## src/logic/uart_tx_params.svh

```systemverilog
// constants for the serial frame transmitter block
`ifndef UART_TX_PARAMS_SVH
`define UART_TX_PARAMS_SVH
// register byte offsets
`define OFF_DATA      8'h00
`define OFF_CSA       8'h04
`define OFF_CSB       8'h08
`define OFF_SHARED    8'h0c
`define OFF_BAUD_LO   8'h10
// ctrl_status_a bits
`define CSA_TXC       6
`define CSA_TX_BUFFER_EMPTY_FLAG      5
`define CSA_FE        4
`define CSA_U2X       1
// ctrl_status_b bits
`define CSB_XCK_SLAVE 7
`define CSB_RX_ON     4
`define CSB_TX_ON     3
`define CSB_SIZE2     2
`define CSB_NINTH     0
// ctrl_status_c bits, valid when select bit set
`define CSC_SELECT    7
`define CSC_SYNC      6
`define CSC_PM_HI     5
`define CSC_PM_LO     4
`define CSC_STOP      3
`define CSC_SIZE_HI   2
`define CSC_SIZE_LO   1
// codes and counts
`define SIZE_NINE     3'h7
`define PM_OFF        2'h0
`define DIV_NORMAL    4'hf
`define DIV_DOUBLE    4'h7
`define DIV_SYNC      4'h1
`define RESP_OKAY     2'h0
`define RESP_SLVERR   2'h2
`define SIZE_RESET    2'h3
`endif

```

## src/logic/uart_tx_pkg.sv

```systemverilog
// state types of the serial frame transmitter block
package uart_tx_pkg;
  typedef enum logic [2:0] {
    TX_IDLE   = 3'b000,
    TX_START  = 3'b001,
    TX_DATA   = 3'b010,
    TX_PARITY = 3'b011,
    TX_STOP1  = 3'b100,
    TX_STOP2  = 3'b101
  } tx_state_t;
  typedef enum logic [2:0] {
    RX_IDLE   = 3'b000,
    RX_START  = 3'b001,
    RX_DATA   = 3'b010,
    RX_PARITY = 3'b011,
    RX_STOP   = 3'b100
  } rx_state_t;
  typedef struct packed {
    logic aw_have, w_have, awready, wready, bvalid, arready, rvalid;
    logic [7:0] awaddr, wdata;
    logic wstrb0;
    logic [1:0] bresp, rresp;
    logic [31:0] rdata;
    logic u2x, tx_complete_flag, fe, rx_on, tx_on, size2, ninth, sync, xck_slave, stop2;
    logic [1:0] pm, size10;
    logic [11:0] ubrr, baud_cnt;
    logic [3:0] tx_pre, tx_cnt, rx_pre, rx_cnt;
    logic [8:0] buf_data, tx_shift, tx_data;
    logic buf_full, txd, txd_oe, xck_o, xck_oe;
    tx_state_t tx_state;
    rx_state_t rx_state;
    logic rx_s1, rx_s2, xk_s1, xk_s2, xk_s3;
  } state_t;
endpackage
```

## src/logic/uart_frame_tx.sv

```systemverilog
// serial frame transmitter with shared frame format and stop-bit check
`include "uart_tx_params.svh"
module uart_frame_tx (
  input  wire logic        aclk,
  input  wire logic        aresetn,
  input  wire logic [7:0]  awaddr,
  input  wire logic        awvalid,
  output logic             awready,
  input  wire logic [31:0] wdata,
  input  wire logic [3:0]  wstrb,
  input  wire logic        wvalid,
  output logic             wready,
  output logic [1:0]       bresp,
  output logic             bvalid,
  input  wire logic        bready,
  input  wire logic [7:0]  araddr,
  input  wire logic        arvalid,
  output logic             arready,
  output logic [31:0]      rdata,
  output logic [1:0]       rresp,
  output logic             rvalid,
  input  wire logic        rready,
  output logic             txd,
  output logic             txd_oe,
  input  wire logic        rxd,
  input  wire logic        xck_in,
  output logic             xck_out,
  output logic             xck_oe
);
  uart_tx_pkg::state_t q, d;

  // ************************************************************
  // helpers
  // ************************************************************
  // size decode
  function automatic logic [3:0] nbits(input logic [2:0] code);
    unique case (code)
      3'h0: nbits = 4'h5;
      3'h1: nbits = 4'h6;
      3'h2: nbits = 4'h7;
      `SIZE_NINE: nbits = 4'h9;
      default: nbits = 4'h8;
    endcase
  endfunction

  function automatic logic [8:0] mask_char(input logic [8:0] v, input logic [3:0] n);
    mask_char = v & 9'((10'h001 << n) - 10'h001);
  endfunction

  // xor of data bits, odd inverts
  function automatic logic parity_of(input logic [8:0] v, input logic odd);
    parity_of = (^v) ^ odd;
  endfunction

  // baud ticks per bit, minus one
  function automatic logic [3:0] bit_div(input logic sync, input logic u2x);
    bit_div = sync ? `DIV_SYNC : (u2x ? `DIV_DOUBLE : `DIV_NORMAL);
  endfunction

  logic [2:0] size_code;
  logic [3:0] n_bits, div;
  logic       par_en, par_odd, baud_tick, tx_tick, rx_samp, xk_rise, xk_fall, slave;
  logic       wr_go, last_stop;
  always_comb begin
    size_code = {q.size2, q.size10};
    n_bits    = nbits(size_code);
    par_en    = q.pm[1];
    par_odd   = q.pm[0];
    div       = bit_div(q.sync, q.u2x);
    slave     = q.sync & q.xck_slave;
    baud_tick = (q.baud_cnt == 12'h000);
    xk_rise   = q.xk_s2 & ~q.xk_s3;
    xk_fall   = ~q.xk_s2 & q.xk_s3;
    // slave clock edges from the pin
    tx_tick   = slave ? xk_rise : (baud_tick && q.tx_pre == div);
    rx_samp   = q.sync ? (slave ? xk_fall : (baud_tick && q.tx_pre == (div >> 1)))
                       : (baud_tick && q.rx_pre == 4'h0);
    wr_go     = q.aw_have & q.w_have & ~q.bvalid;
    last_stop = tx_tick && ((q.tx_state == uart_tx_pkg::TX_STOP1 && !q.stop2)
                            || q.tx_state == uart_tx_pkg::TX_STOP2);
  end

  // ************************************************************
  // next state
  // ************************************************************
  always_comb begin
    d = q;
    d.rx_s1 = rxd;
    d.rx_s2 = q.rx_s1;
    d.xk_s1 = xck_in;
    d.xk_s2 = q.xk_s1;
    d.xk_s3 = q.xk_s2;
    d.baud_cnt = baud_tick ? q.ubrr : q.baud_cnt - 12'h001;
    if (baud_tick)
      d.tx_pre = (q.tx_pre >= div) ? 4'h0 : q.tx_pre + 4'h1;

    // bus write side; address and data taken in either order
    if (awvalid && q.awready) begin
      d.aw_have = 1'b1;
      d.awready = 1'b0;
      d.awaddr  = awaddr;
    end
    if (wvalid && q.wready) begin
      d.w_have = 1'b1;
      d.wready = 1'b0;
      d.wdata  = wdata[7:0];
      d.wstrb0 = wstrb[0];
    end
    if (q.bvalid && bready) begin
      d.bvalid  = 1'b0;
      d.awready = 1'b1;
      d.wready  = 1'b1;
    end
    if (wr_go) begin
      d.aw_have = 1'b0;
      d.w_have  = 1'b0;
      d.bvalid  = 1'b1;
      d.bresp   = `RESP_OKAY;
      unique case (q.awaddr)
        `OFF_DATA: begin
          if (q.wstrb0) begin
            d.buf_data = mask_char({q.ninth, q.wdata}, n_bits);
            d.buf_full = 1'b1;
          end
        end
        `OFF_CSA: begin
          if (q.wstrb0) begin
            d.u2x = q.wdata[`CSA_U2X];
            if (q.wdata[`CSA_TXC])
              d.tx_complete_flag = 1'b0;
          end
        end
        `OFF_CSB: begin
          if (q.wstrb0) begin
            d.xck_slave = q.wdata[`CSB_XCK_SLAVE];
            d.rx_on     = q.wdata[`CSB_RX_ON];
            d.tx_on     = q.wdata[`CSB_TX_ON];
            d.size2     = q.wdata[`CSB_SIZE2];
            d.ninth     = q.wdata[`CSB_NINTH];
          end
        end
        `OFF_SHARED: begin
          // select bit steers the shared location
          if (q.wstrb0 && q.wdata[`CSC_SELECT]) begin
            d.sync   = q.wdata[`CSC_SYNC];
            d.pm     = q.wdata[`CSC_PM_HI:`CSC_PM_LO];
            d.stop2  = q.wdata[`CSC_STOP];
            d.size10 = q.wdata[`CSC_SIZE_HI:`CSC_SIZE_LO];
          end else if (q.wstrb0) begin
            d.ubrr[11:8] = q.wdata[3:0];
          end
        end
        `OFF_BAUD_LO: begin
          if (q.wstrb0) begin
            d.ubrr[7:0] = q.wdata;
            d.baud_cnt  = {q.ubrr[11:8], q.wdata};
          end
        end
        default: d.bresp = `RESP_SLVERR;
      endcase
    end

    // bus read side
    if (q.rvalid && rready) begin
      d.rvalid  = 1'b0;
      d.arready = 1'b1;
    end
    if (arvalid && q.arready) begin
      d.arready = 1'b0;
      d.rvalid  = 1'b1;
      d.rresp   = `RESP_OKAY;
      d.rdata   = 32'h0000_0000;
      unique case (araddr)
        `OFF_DATA: d.rdata = 32'h0000_0000;
        `OFF_CSA: begin
          d.rdata[`CSA_TXC]  = q.tx_complete_flag;
          d.rdata[`CSA_TX_BUFFER_EMPTY_FLAG] = ~q.buf_full;
          d.rdata[`CSA_FE]   = q.fe;
          d.rdata[`CSA_U2X]  = q.u2x;
        end
        `OFF_CSB: d.rdata[7:0] = {q.xck_slave, 2'h0, q.rx_on, q.tx_on, q.size2, 1'b0, q.ninth};
        `OFF_SHARED: d.rdata[7:0] = {1'b1, q.sync, q.pm, q.stop2, q.size10, 1'b0};
        `OFF_BAUD_LO: d.rdata[7:0] = q.ubrr[7:0];
        default: d.rresp = `RESP_SLVERR;
      endcase
    end

    // ************************************************************
    // transmitter
    // ************************************************************
    if (tx_tick) begin
      unique case (q.tx_state)
        uart_tx_pkg::TX_IDLE: begin
          if (q.buf_full && q.tx_on) begin
            d.tx_state = uart_tx_pkg::TX_START;
            d.tx_shift = q.buf_data;
            d.tx_data  = q.buf_data;
            d.buf_full = 1'b0;
            d.txd      = 1'b0;
          end
        end
        uart_tx_pkg::TX_START: begin
          d.tx_state = uart_tx_pkg::TX_DATA;
          d.txd      = q.tx_shift[0];
          d.tx_shift = q.tx_shift >> 1;
          d.tx_cnt   = 4'h1;
        end
        uart_tx_pkg::TX_DATA: begin
          if (q.tx_cnt == n_bits) begin
            // parity right after last data bit
            d.tx_state = par_en ? uart_tx_pkg::TX_PARITY : uart_tx_pkg::TX_STOP1;
            d.txd      = par_en ? parity_of(q.tx_data, par_odd) : 1'b1;
          end else begin
            // ninth bit goes out as data
            d.txd      = q.tx_shift[0];
            d.tx_shift = q.tx_shift >> 1;
            d.tx_cnt   = q.tx_cnt + 4'h1;
          end
        end
        uart_tx_pkg::TX_PARITY: begin
          d.tx_state = uart_tx_pkg::TX_STOP1;
          d.txd      = 1'b1;
        end
        uart_tx_pkg::TX_STOP1: begin
          if (q.stop2) begin
            d.tx_state = uart_tx_pkg::TX_STOP2;
            d.txd      = 1'b1;
          end
        end
        uart_tx_pkg::TX_STOP2: d.txd = 1'b1;
        default: d.tx_state = uart_tx_pkg::TX_IDLE;
      endcase
      if (last_stop) begin
        if (q.buf_full && q.tx_on) begin
          d.tx_state = uart_tx_pkg::TX_START;
          d.tx_shift = q.buf_data;
          d.tx_data  = q.buf_data;
          d.buf_full = 1'b0;
          d.txd      = 1'b0;
        end else begin
          d.tx_state = uart_tx_pkg::TX_IDLE;
          d.txd      = 1'b1;
          // set wins over a clear in the same cycle
          d.tx_complete_flag      = 1'b1;
        end
      end
    end
    // a data write in the load cycle keeps the new character
    if (wr_go && q.awaddr == `OFF_DATA && q.wstrb0) begin
      d.buf_data = mask_char({q.ninth, q.wdata}, n_bits);
      d.buf_full = 1'b1;
    end
    // pin override, held until pending work drains
    d.txd_oe = q.tx_on | q.buf_full | (q.tx_state != uart_tx_pkg::TX_IDLE);
    // master drives the bit clock, slave leaves the pin as input
    d.xck_oe = q.sync & ~q.xck_slave;
    if (q.sync && !slave && baud_tick)
      d.xck_o = (q.tx_pre == div) ? 1'b1 : ((q.tx_pre == (div >> 1)) ? 1'b0 : q.xck_o);

    // ************************************************************
    // receiver stop-bit check
    // ************************************************************
    if (!q.sync && baud_tick)
      d.rx_pre = (q.rx_pre == 4'h0) ? div : q.rx_pre - 4'h1;
    if (!q.rx_on) begin
      d.rx_state = uart_tx_pkg::RX_IDLE;
    end else begin
      unique case (q.rx_state)
        uart_tx_pkg::RX_IDLE: begin
          if (!q.sync && !q.rx_s2) begin
            d.rx_state = uart_tx_pkg::RX_START;
            d.rx_pre   = div >> 1;
          end else if (q.sync && rx_samp && !q.rx_s2) begin
            d.rx_state = uart_tx_pkg::RX_DATA;
            d.rx_cnt   = 4'h0;
          end
        end
        uart_tx_pkg::RX_START: begin
          if (rx_samp) begin
            d.rx_state = q.rx_s2 ? uart_tx_pkg::RX_IDLE : uart_tx_pkg::RX_DATA;
            d.rx_cnt   = 4'h0;
          end
        end
        uart_tx_pkg::RX_DATA: begin
          if (rx_samp) begin
            d.rx_cnt = q.rx_cnt + 4'h1;
            if (q.rx_cnt + 4'h1 == n_bits)
              d.rx_state = par_en ? uart_tx_pkg::RX_PARITY : uart_tx_pkg::RX_STOP;
          end
        end
        uart_tx_pkg::RX_PARITY: begin
          if (rx_samp)
            d.rx_state = uart_tx_pkg::RX_STOP;
        end
        uart_tx_pkg::RX_STOP: begin
          if (rx_samp) begin
            // error only on a low first stop
            d.fe       = ~q.rx_s2;
            d.rx_state = uart_tx_pkg::RX_IDLE;
          end
        end
        default: d.rx_state = uart_tx_pkg::RX_IDLE;
      endcase
    end
  end

  // ************************************************************
  // state register
  // ************************************************************
  always_ff @(posedge aclk) begin
    if (!aresetn) begin
      q          <= '0;
      q.awready  <= 1'b1;
      q.wready   <= 1'b1;
      q.arready  <= 1'b1;
      q.txd      <= 1'b1;
      q.rx_s1    <= 1'b1;
      q.rx_s2    <= 1'b1;
      q.size10   <= `SIZE_RESET;
      q.tx_state <= uart_tx_pkg::TX_IDLE;
      q.rx_state <= uart_tx_pkg::RX_IDLE;
    end else begin
      q <= d;
    end
  end

  assign awready = q.awready;
  assign wready  = q.wready;
  assign bvalid  = q.bvalid;
  assign bresp   = q.bresp;
  assign arready = q.arready;
  assign rvalid  = q.rvalid;
  assign rdata   = q.rdata;
  assign rresp   = q.rresp;
  assign txd     = q.txd;
  assign txd_oe  = q.txd_oe;
  assign xck_out = q.xck_o;
  assign xck_oe  = q.xck_oe;
endmodule // uart_frame_tx

```

## config.mk

```make
export PLATFORM = sky130hd
export DESIGN_NAME = uart_frame_tx
export DESIGN_NICKNAME = d
export VERILOG_FILES = /design/src/logic/uart_tx_pkg.sv /design/src/logic/uart_frame_tx.sv
export VERILOG_INCLUDE_DIRS = /design/src /design/src/logic
export SDC_FILE = /design/constraint.sdc
export NUM_CORES = 1
export LEC_CHECK = 0
export BUFFER_PORTS_ARGS = -buffer_cell sky130_fd_sc_hd__buf_2
export CAP_MARGIN = 40
export CORE_MARGIN = 5
export CORE_UTILIZATION = 55
export DETAILED_ROUTE_END_ITERATION = 7
export PLACE_DENSITY_LB_ADDON = 0.12
export RECOVER_POWER = 25
export SYNTH_ARGS = -nofsm -noshare
export SYNTH_HDL_FRONTEND = slang
export SYNTH_SLANG_ARGS = --single-unit
```

## constraint.sdc

```tcl
create_clock -name aclk -period 2.6 [get_ports aclk]
set_clock_uncertainty 0.1 [all_clocks]
set_input_delay 0.52 -clock aclk [delete_from_list [all_inputs] [get_ports aclk]]
set_output_delay 0.52 -clock aclk [all_outputs]
set_load 0.01 [all_outputs]
```

# After elaboration in Yosys (flattened, before gate mapping)

Cells that the tools add are included.
Widths: inputs -> output; s select.

Flip-flop bits (word level): 133
Input bits: 61
Output and inout bits: 45
Word-level logic and storage cells: 251

Add/sub/neg operators: 6
$lt $le $gt $ge: 1
Equality and inequality tests: 37
Shifts and indexed selects: 1
Muxes and demuxes: 79
Bitwise logic cells: 18
Reduce and logical (&&, ||, !) cells: 62

Operators by type and width:

| operator            | count |
|---|---|
| $mux 12             | 4 |
| $mux 4              | 12 |
| $mux 9              | 5 |
| $mux 20             | 2 |
| $mux 3              | 12 |
| $eq 8x4->1 const B  | 4 |
| $pmux 9 s3          | 1 |
| $mux 1              | 23 |
| $reduce_and 3->1    | 7 |
| $logic_and 1x1->1   | 20 |
| $mux 19             | 1 |
| $ne 2x2->1 const B  | 9 |
| $pmux 3 s6          | 1 |
| $eq 8x3->1 const B  | 2 |
| $eq 8x5->1 const B  | 2 |
| $logic_not 8->1     | 2 |
| $pmux 4 s4          | 1 |
| $eq 3x2->1 const B  | 5 |
| $pmux 3 s5          | 1 |
| $reduce_bool 2->1   | 7 |
| $add 4x1->4 const B | 3 |
| $eq 3x3->1 const B  | 4 |
| $eq 4x4->1          | 3 |
| $logic_not 12->1    | 1 |
| 36 further kinds    | 72 |

# Longest topological paths before layout

Gate-level depths: netlist (run 1).

Depth after elaboration: 12
Mapped depth: 11
Depth with buffers taken out: 9

# Worst setup path before layout (run 1)

Ideal clock, no wire load.

Path type: reg-to-reg
Start: reg q[89] in the netlist's numbering
End: reg q[15] in the netlist's numbering
Setup time: 128 ps
Arrival time: 2,025 ps
Required time: 2,372 ps
Slack: 347 ps
Stages on the path, launching flop included: 12
Buffers on the path: 2
Clock period less this slack: 2,253 ps
Cells stage by stage: dfxtp_1 -> clkbuf_1 -> nor2_1 -> inv_1 -> ha_1 -> and4_1 -> nand2_1 -> o21ai_2 -> buf_2 -> nand2_1 -> a21oi_1 -> nor2_1

Cells in the longest elaborated chain, start to end: 8
Elaborated cells on any way between the ends: 9
Classes of those cells: eq/ne (1); mux (5); bitwise (1); reduce/logical (2)

Ends and longest elaborated chain:

| item              | line                 | source |
|---|---|---|
| start, declared   | uart_frame_tx.sv:30  | `uart_tx_pkg::state_t q, d;` |
| $mux 4            | uart_frame_tx.sv:57  | `` bit_div = sync ? `DIV_SYNC : (u2x ? `DIV_DOUBLE : `DIV_NORMAL); `` |
| $eq 4x4->1        | uart_frame_tx.sv:75  | `tx_tick = slave ? xk_rise : (baud_tick && q.tx_pre == div);` |
| $logic_and 1x1->1 | uart_frame_tx.sv:75  |  |
| $mux 1 (*)        | uart_frame_tx.sv:75  |  |
| $logic_and 1x1->1 | uart_frame_tx.sv:79  | `last_stop = tx_tick && ((q.tx_state == uart_tx_pkg::TX_STOP1 && !q.stop2)` |
| $mux 20           | uart_frame_tx.sv:233 | `if (last_stop) begin` |
| $mux 2 (*)        | uart_frame_tx.sv:191 | `if (tx_tick) begin` |
| $mux 1 (*)        | uart_frame_tx.sv:249 | `` if (wr_go && q.awaddr == `OFF_DATA && q.wstrb0) begin `` |

Every way passes the cells marked *; elsewhere a longest branch is shown, timed or not.
A chain may end at the register's enable or synchronous reset.

# Worst setup path in the final report (run 1)

Start: reg q[89] in the netlist's numbering
End: reg q[28] in the netlist's numbering

Cells in the longest elaborated chain, start to end: 6
Elaborated cells on any way between the ends: 7
Classes of those cells: eq/ne (1); mux (3); bitwise (1); reduce/logical (2)

Ends and longest elaborated chain:

| item              | line |
|---|---|
| $mux 4            | uart_frame_tx.sv:57 |
| $eq 4x4->1        | uart_frame_tx.sv:75 |
| $logic_and 1x1->1 | uart_frame_tx.sv:75 |
| $mux 1 (*)        | uart_frame_tx.sv:75 |
| $logic_and 1x1->1 | uart_frame_tx.sv:79 |
| $mux 20           | uart_frame_tx.sv:233 |

Marked as above.

==> results.sh, run 1 <==
export IMPL_num_antenna_cells=0
export IMPL_avgSynthCellArea_um2=8.16
export IMPL_cp_end_kind="register"
export IMPL_required_ns=2.78
export IMPL_launching_element_type_of_the_critical_path="register"
export IMPL_layout_drive_gt1_share=0.131
export IMPL_timing_setup_critical_path_class="register to register"
export IMPL_cts_repair_timing_setup_buffer_count=0
export IMPL_yosys_most_used_dff="dfxtp_1"
export IMPL_io_pin_count=106
export IMPL_vias=5817
export IMPL_min_period_over_period=0.913
export IMPL_yosysUniqueCellTypes=73
export IMPL_netlist_instances=818
export IMPL_number_of_flops_mapped_to_enable_cells_by_yosys=0
export IMPL_clock_sink_count=131
export IMPL_chipWidth_um=120
export IMPL_grt_first_pass_wirelength_um=26700
export IMPL_clk_path_buf_depth=2
export IMPL_root_buffer="clkbuf_16"
export IMPL_flow_area_growth_from_synthesis_pct=12.5
export IMPL_power_static_leakage_nw=2.98
export IMPL_detail_routed_net_length_per_standard_cell_um=15.9
export IMPL_fp_coreArea_um2=12000
export IMPL_final_setup_tns_ns=0
export IMPL_seq_area_frac_synth=0.393
export IMPL_synth_area_top_cells="dfxtp_1 39%, a21oi_1 6.7%, nand2_1 6.1%"
export IMPL_cell_internal_pwr_mw=4.28
export IMPL_power_clock_fraction=0.422
export IMPL_grt_overflow_total=0
export IMPL_switching_share=0.286
export IMPL_route_antenna_remaining_nets=0
export IMPL_cts_inserted_buffers=17
export IMPL_registers_top_by_ff_count="q"
export IMPL_drt_wl_total_um=16100
export IMPL_combinationalPowerShare=0.191
export IMPL_htree_levels=4
export IMPL_die_ar_um2=14400
export IMPL_maxCapViolCount=0
export IMPL_synth_largest_area_cell="dfxtp_1"
export IMPL_cts_tree="done"
export IMPL_worstPathMaxFanout=8
export IMPL_power_share_sequential=0.387
export IMPL_synthesis_stage_register_bit_count=131
export IMPL_portBuffers=52
export IMPL_drt_iter0_markers=461
export IMPL_drt_vias_per_instance=5.75
export IMPL_grt_util_all_layers=0.226
export IMPL_report_final_hold_viol_count=0
export IMPL_synth_top_cell_area_share=0.393
export IMPL_finalWeightedCongestion=0.869
export IMPL_drc=0
export IMPL_timing_hold_ws_ns=0.180
export IMPL_fin_nets=924
export IMPL_chipHeight_um=120
export IMPL_maxClockFrequency_ghz=0.421
export IMPL_timing_worst_slew_pin_value_ns=0.834
export IMPL_setup_repair_after_global_routing_missed_its_margin="no"
export IMPL_timing_final_setup_violations=0
export IMPL_run_status="finished, final reports clean"
export IMPL_detailedRoute_firstPassIterationCount=5
export IMPL_worst_skew_pair_late_latency_ns=0.42
export IMPL_p_switching_mw=1.71
export IMPL_data_arrival_time_at_the_worst_slack_endpoint_ns=2.56
export IMPL_ys_warnings_count=0
export IMPL_final_hpwl_dp_um=11100
export IMPL_asyncSetResetFlopFracSynth=0
export IMPL_ir_worst_vdd_mv=0.533
export IMPL_holdBufCountCts=0
export IMPL_initial_antenna_violation_count=0
export IMPL_flip_flop_count_of_the_largest_register_all_copies_and_words_added=107
export IMPL_timing_hold_worst_class="input pin to register"
export IMPL_slew_violations=0
export IMPL_power_density_nw_per_um2=798
export IMPL_grt_start_max_net_pins=100
export IMPL_final_period_demand_of_the_worst_path_ns=2.37
export IMPL_initial_utilization=0.558
export IMPL_clock_transition_at_path_regs_ns=0.06
export IMPL_placementRows=40
export IMPL_worst_slew_margin_rel=0.439
export IMPL_via_count_of_the_first_global_routing_pass=5576
export IMPL_mappedNetlistArea_um2=6670
-- synthesized netlist by cell type, types with 13 or more instances --
library cell	instances
clkbuf_1	31
nand3_1	39
dfxtp_1	131
nor3_1	19
buf_4	37
nand2_1	109
o21ai_0	33
mux2i_1	24
a211oi_1	13
inv_1	20
nor2_1	56
a21oi_1	90
xnor2_1	16
-- placed cells by master (no fill, tap or decap), types with 5 or more instances in the layout --
cell	instances
ha_1	11
dfxtp_1	131
nand2_1	109
nor2b_1	9
mux2i_1	24
clkbuf_1	10
clkbuf_16	17
conb_1	28
or3_1	5
a211oi_1	13
o211ai_1	12
nand4b_1	5
buf_4	14
a22oi_1	8
xnor2_1	16
xor2_1	9
o21ai_0	32
nand2b_1	12
nor3b_1	5
buf_2	45
and3_1	6
nor4_1	5
nor3_1	19
nand3_1	39
a21oi_1	90
a21o_1	6
o22ai_1	7
and2_1	10
inv_1	21
nor2_1	56
-- what timing repair did --
item,4_1_cts,5_1_grt
hold endpoints to repair,0,0
endpoints found under the setup margin,0,4
resized for setup,0,1
-- area by class of cell --
| cell class | count | area [um^2] |
|---|---|---|
| Clock buffer | 19 | 443 |
| Clock inverter | 12 | 181 |
| Fill cell | 1054 | 4450 |
| Inverter | 21 | 78.8 |
| Multi-Input combinational cell | 612 | 3620 |
| Sequential cell | 131 | 2620 |
| Tap cell | 147 | 184 |
| Timing Repair Buffer | 69 | 384 |
-- final timing paths --
kind	startpoint	to	slack (ns)	cells past startpoint
worst min-delay path	rxd	d[3]	0.18	2
worst max-delay path	q[89]	q[28]	0.23	9
worst max register to register	q[89]	q[28]	0.23	9
worst min register to register	d[3]	q[3]	0.30	1
-- cell families after synthesis --
group / after synthesis / synth area share
buffers and inverters: 101 / 0.0797
xor gates and xnor gates: 25 / 0.0328
other: 2 / 0.00113
muxes: 26 / 0.0394
DFF: 131 / 0.393
and+or+nand+nor: 307 / 0.231
adders and majority gates: 11 / 0.0206
AOI/OAI and AO/OA: 215 / 0.202
-- worst max-delay path, stage by stage (launching register included) --
cell,delay [ns]
dfxtp_1,0.36
nor2_1,0.19
inv_1,0.06
ha_1,0.28
and4_1,0.23
nand2_1,0.10
o21ai_2,0.30
nand2_1,0.16
o21ai_1,0.31
o22ai_1,0.13
-- through the flow --
step | instance area (um^2) | worst slack, ns | power [mW] | instances | util
6_report | 7510 | 0.226 | 5.99 | 1011 | 0.628
5_1_grt | 7510 | 0.0684 | 6.28 | 1011 | 0.628
4_1_cts | 7530 | 0.0917 | 6.02 | 1011 | 0.629
3_5_place_dp | 6900 | 0.105 | 3.49 | 980 | 0.577
3_3_place_gp | 6900 | 0.211 | 3.45 | 980 | 0.577
2_1_floorplan | 6770 | 0.347 | 3.27 | 844 | -
-- routing by layer --
layer / up-vias / GRT usage / part of all wire
li1: 2910 / - / -
met1: 2697 / 0.286 / 0.45
met2: 183 / 0.384 / 0.47
met3: 27 / 0.0438 / 0.053
met4: 0 / 0.0830 / 0.022
met5: - / 0 / 0
-- power by group through the flow --
stage,Sequential [mW],Clock (mW),Combinational (mW)
after global routing,2.34,2.64,1.29
after detailed placement,2.36,0,1.13
after global placement,2.35,0,1.10
final,2.32,2.53,1.14
after CTS,2.32,2.55,1.15
after floorplan,2.32,0,0.958
Note: power is estimated with default switching activity, not from simulation.
==> inputs of run 2 (changes only) <==
Settings changed: CELL_PAD_IN_SITES_DETAIL_PLACEMENT set to 1, CELL_PAD_IN_SITES_GLOBAL_PLACEMENT set to 2, CORE_UTILIZATION 55 to 33.
==> results.sh, run 2 (synthesis results as in run 1) <==
export IMPL_setup_repair_after_global_routing_missed_its_margin="no"
export IMPL_slew_violations=0
export IMPL_cp_end_kind="register"
export IMPL_clock_sink_count=131
export IMPL_drc=0
export IMPL_num_antenna_cells=0
export IMPL_flip_flop_count_of_the_largest_register_all_copies_and_words_added=107
export IMPL_final_setup_tns_ns=0
export IMPL_met2_wirelength_um=9330
export IMPL_drt_iter0_markers=235
export IMPL_vias=5936
export IMPL_place_detailed_instances=1111
export IMPL_placed_cell_area_um2=7120
export IMPL_most_frequent_standard_cell_in_the_layout_excluding_fill_and_tap_cells="dfxtp_1"
export IMPL_dr_wl_met3_um=649
export IMPL_registers_top_by_ff_count="q"
export IMPL_portBuffers=52
export IMPL_met1Wirelength_um=9410
export IMPL_fillCellCount=2433
export IMPL_io_pin_count=106
export IMPL_maxClockFrequency_ghz=0.420
export IMPL_initial_antenna_violation_count=0
export IMPL_required_ns=2.86
export IMPL_cts_repair_timing_setup_buffer_count=0
export IMPL_chipHeight_um=152
export IMPL_grt_first_pass_wirelength_um=32800
export IMPL_final_hpwl_dp_um=14100
export IMPL_timing_final_setup_violations=0
export IMPL_report_final_hold_viol_count=0
export IMPL_timing_setup_critical_path_class="register to register"
export IMPL_finalNonFillerCells=1143
export IMPL_placementRows=52
export IMPL_worstPathMaxFanout=4
export IMPL_die_ar_um2=23200
export IMPL_launching_element_type_of_the_critical_path="register"
export IMPL_timing_worst_slew_pin_value_ns=0.690
export IMPL_route_antenna_remaining_nets=0
export IMPL_final_core_util=0.385
export IMPL_layout_drive_gt1_share=0.142
export IMPL_top_layer_used="met4"
export IMPL_grt_overflow_total=0
export IMPL_via_count_of_the_first_global_routing_pass=6225
export IMPL_grt_util_all_layers=0.172
export IMPL_clk_path_buf_depth=2
export IMPL_chipWidth_um=152
export IMPL_timing_hold_worst_class="input pin to register"
export IMPL_number_of_instances_on_the_worst_hold_path=2
export IMPL_final_period_demand_of_the_worst_path_ns=2.38
export IMPL_fin_area_um2=7750
export IMPL_min_period_over_period=0.916
export IMPL_worst_skew_pair_late_latency_ns=0.42
export IMPL_ir_worst_vdd_mv=0.398
export IMPL_power_static_leakage_nw=3.02
export IMPL_detail_routed_net_length_per_standard_cell_um=17.2
export IMPL_maxCapViolCount=0
export IMPL_holdBufCountCts=0
export IMPL_grt_start_max_net_pins=100
export IMPL_htree_levels=4
export IMPL_fin_nets=932
export IMPL_layout_common_cells="131 x dfxtp_1, 109 x nand2_1, 90 x a21oi_1"
export IMPL_fp_coreArea_um2=20100
export IMPL_run_status="finished, final reports clean"
export IMPL_cts_inserted_buffers=17
export IMPL_post_cts_resize_count=0
export IMPL_drt_vias_per_instance=5.19
export IMPL_reg2reg_depth=8
export IMPL_drt_wl_total_um=19700
export IMPL_detailedRoute_firstPassIterationCount=4
export IMPL_root_buffer="clkbuf_16"
export IMPL_worst_slew_margin_rel=0.528
export IMPL_flow_area_growth_from_synthesis_pct=16.1
export IMPL_clock_transition_at_path_regs_ns=0.06
export IMPL_finalWeightedCongestion=0.781
export IMPL_initial_utilization=0.332
export IMPL_data_arrival_time_at_the_worst_slack_endpoint_ns=2.65
export IMPL_cts_tree="done"
export IMPL_power_density_nw_per_um2=795
[run 2: changes by cell type in the layout (fill, tap and decap cells not counted), sizes merged]
cell      change
buf           +9
clkbuf        -1
clkinv        -1
clkinvlp      +3
inv           -1
[run 2: per-layer routing]
| metal | up-vias | track usage |
|---|---|---|
| li1 | 2927 | - |
| met5 | - | 0 |
| met4 | 0 | 0.0501 |
| met2 | 122 | 0.285 |
| met3 | 18 | 0.0335 |
| met1 | 2869 | 0.227 |
[run 2: path summary, 6_finish.rpt]
| kind | from | endpoint | slack, ns |
|---|---|---|---|
| worst max register to register | q[59] | q[5] | 0.22 |
| worst max-delay path | q[59] | q[5] | 0.22 |
| worst min register to register | d[3] | q[3] | 0.31 |
| worst min-delay path | rxd | d[3] | 0.18 |
[run 2: worst max-delay path, stage by stage, from the launching register on]
cell and delay [ns]:
dfxtp_1 0.39, inv_1 0.09, ha_1 0.20, nor4b_2 0.18, and3_1 0.28, a311oi_1 0.47
o31ai_1 0.21, a211oi_1 0.27, a31o_2 0.13
[run 2: power by group]
group	leakage (nW)	switching, mW	internal, mW
sequential	1.06	0.174	2.16
clock	0.301	0.949	1.65
combinational	1.65	0.695	0.534
total	3.02	1.82	4.34
[run 2: cell type report]
cell class	count	area (um^2)	area share
Multi-Input combinational cell	612	3620	0.468
Sequential cell	131	2620	0.339
Clock buffer	19	453	0.0585
Timing Repair Buffer	77	448	0.0578
Tap cell	270	338	0.0436
Clock inverter	13	183	0.0236
Inverter	21	78.8	0.0102
[run 2: metrics by stage]
step	hold slack [ns]	setup WS [ns]	total power, mW
CTS	0.167	0.154	6.24
global placement	0.293	0.249	3.56
finish	0.184	0.218	6.16
global route	0.175	0.00518	6.51
floorplan	0.286	0.347	3.27
detailed placement	0.293	0.181	3.61
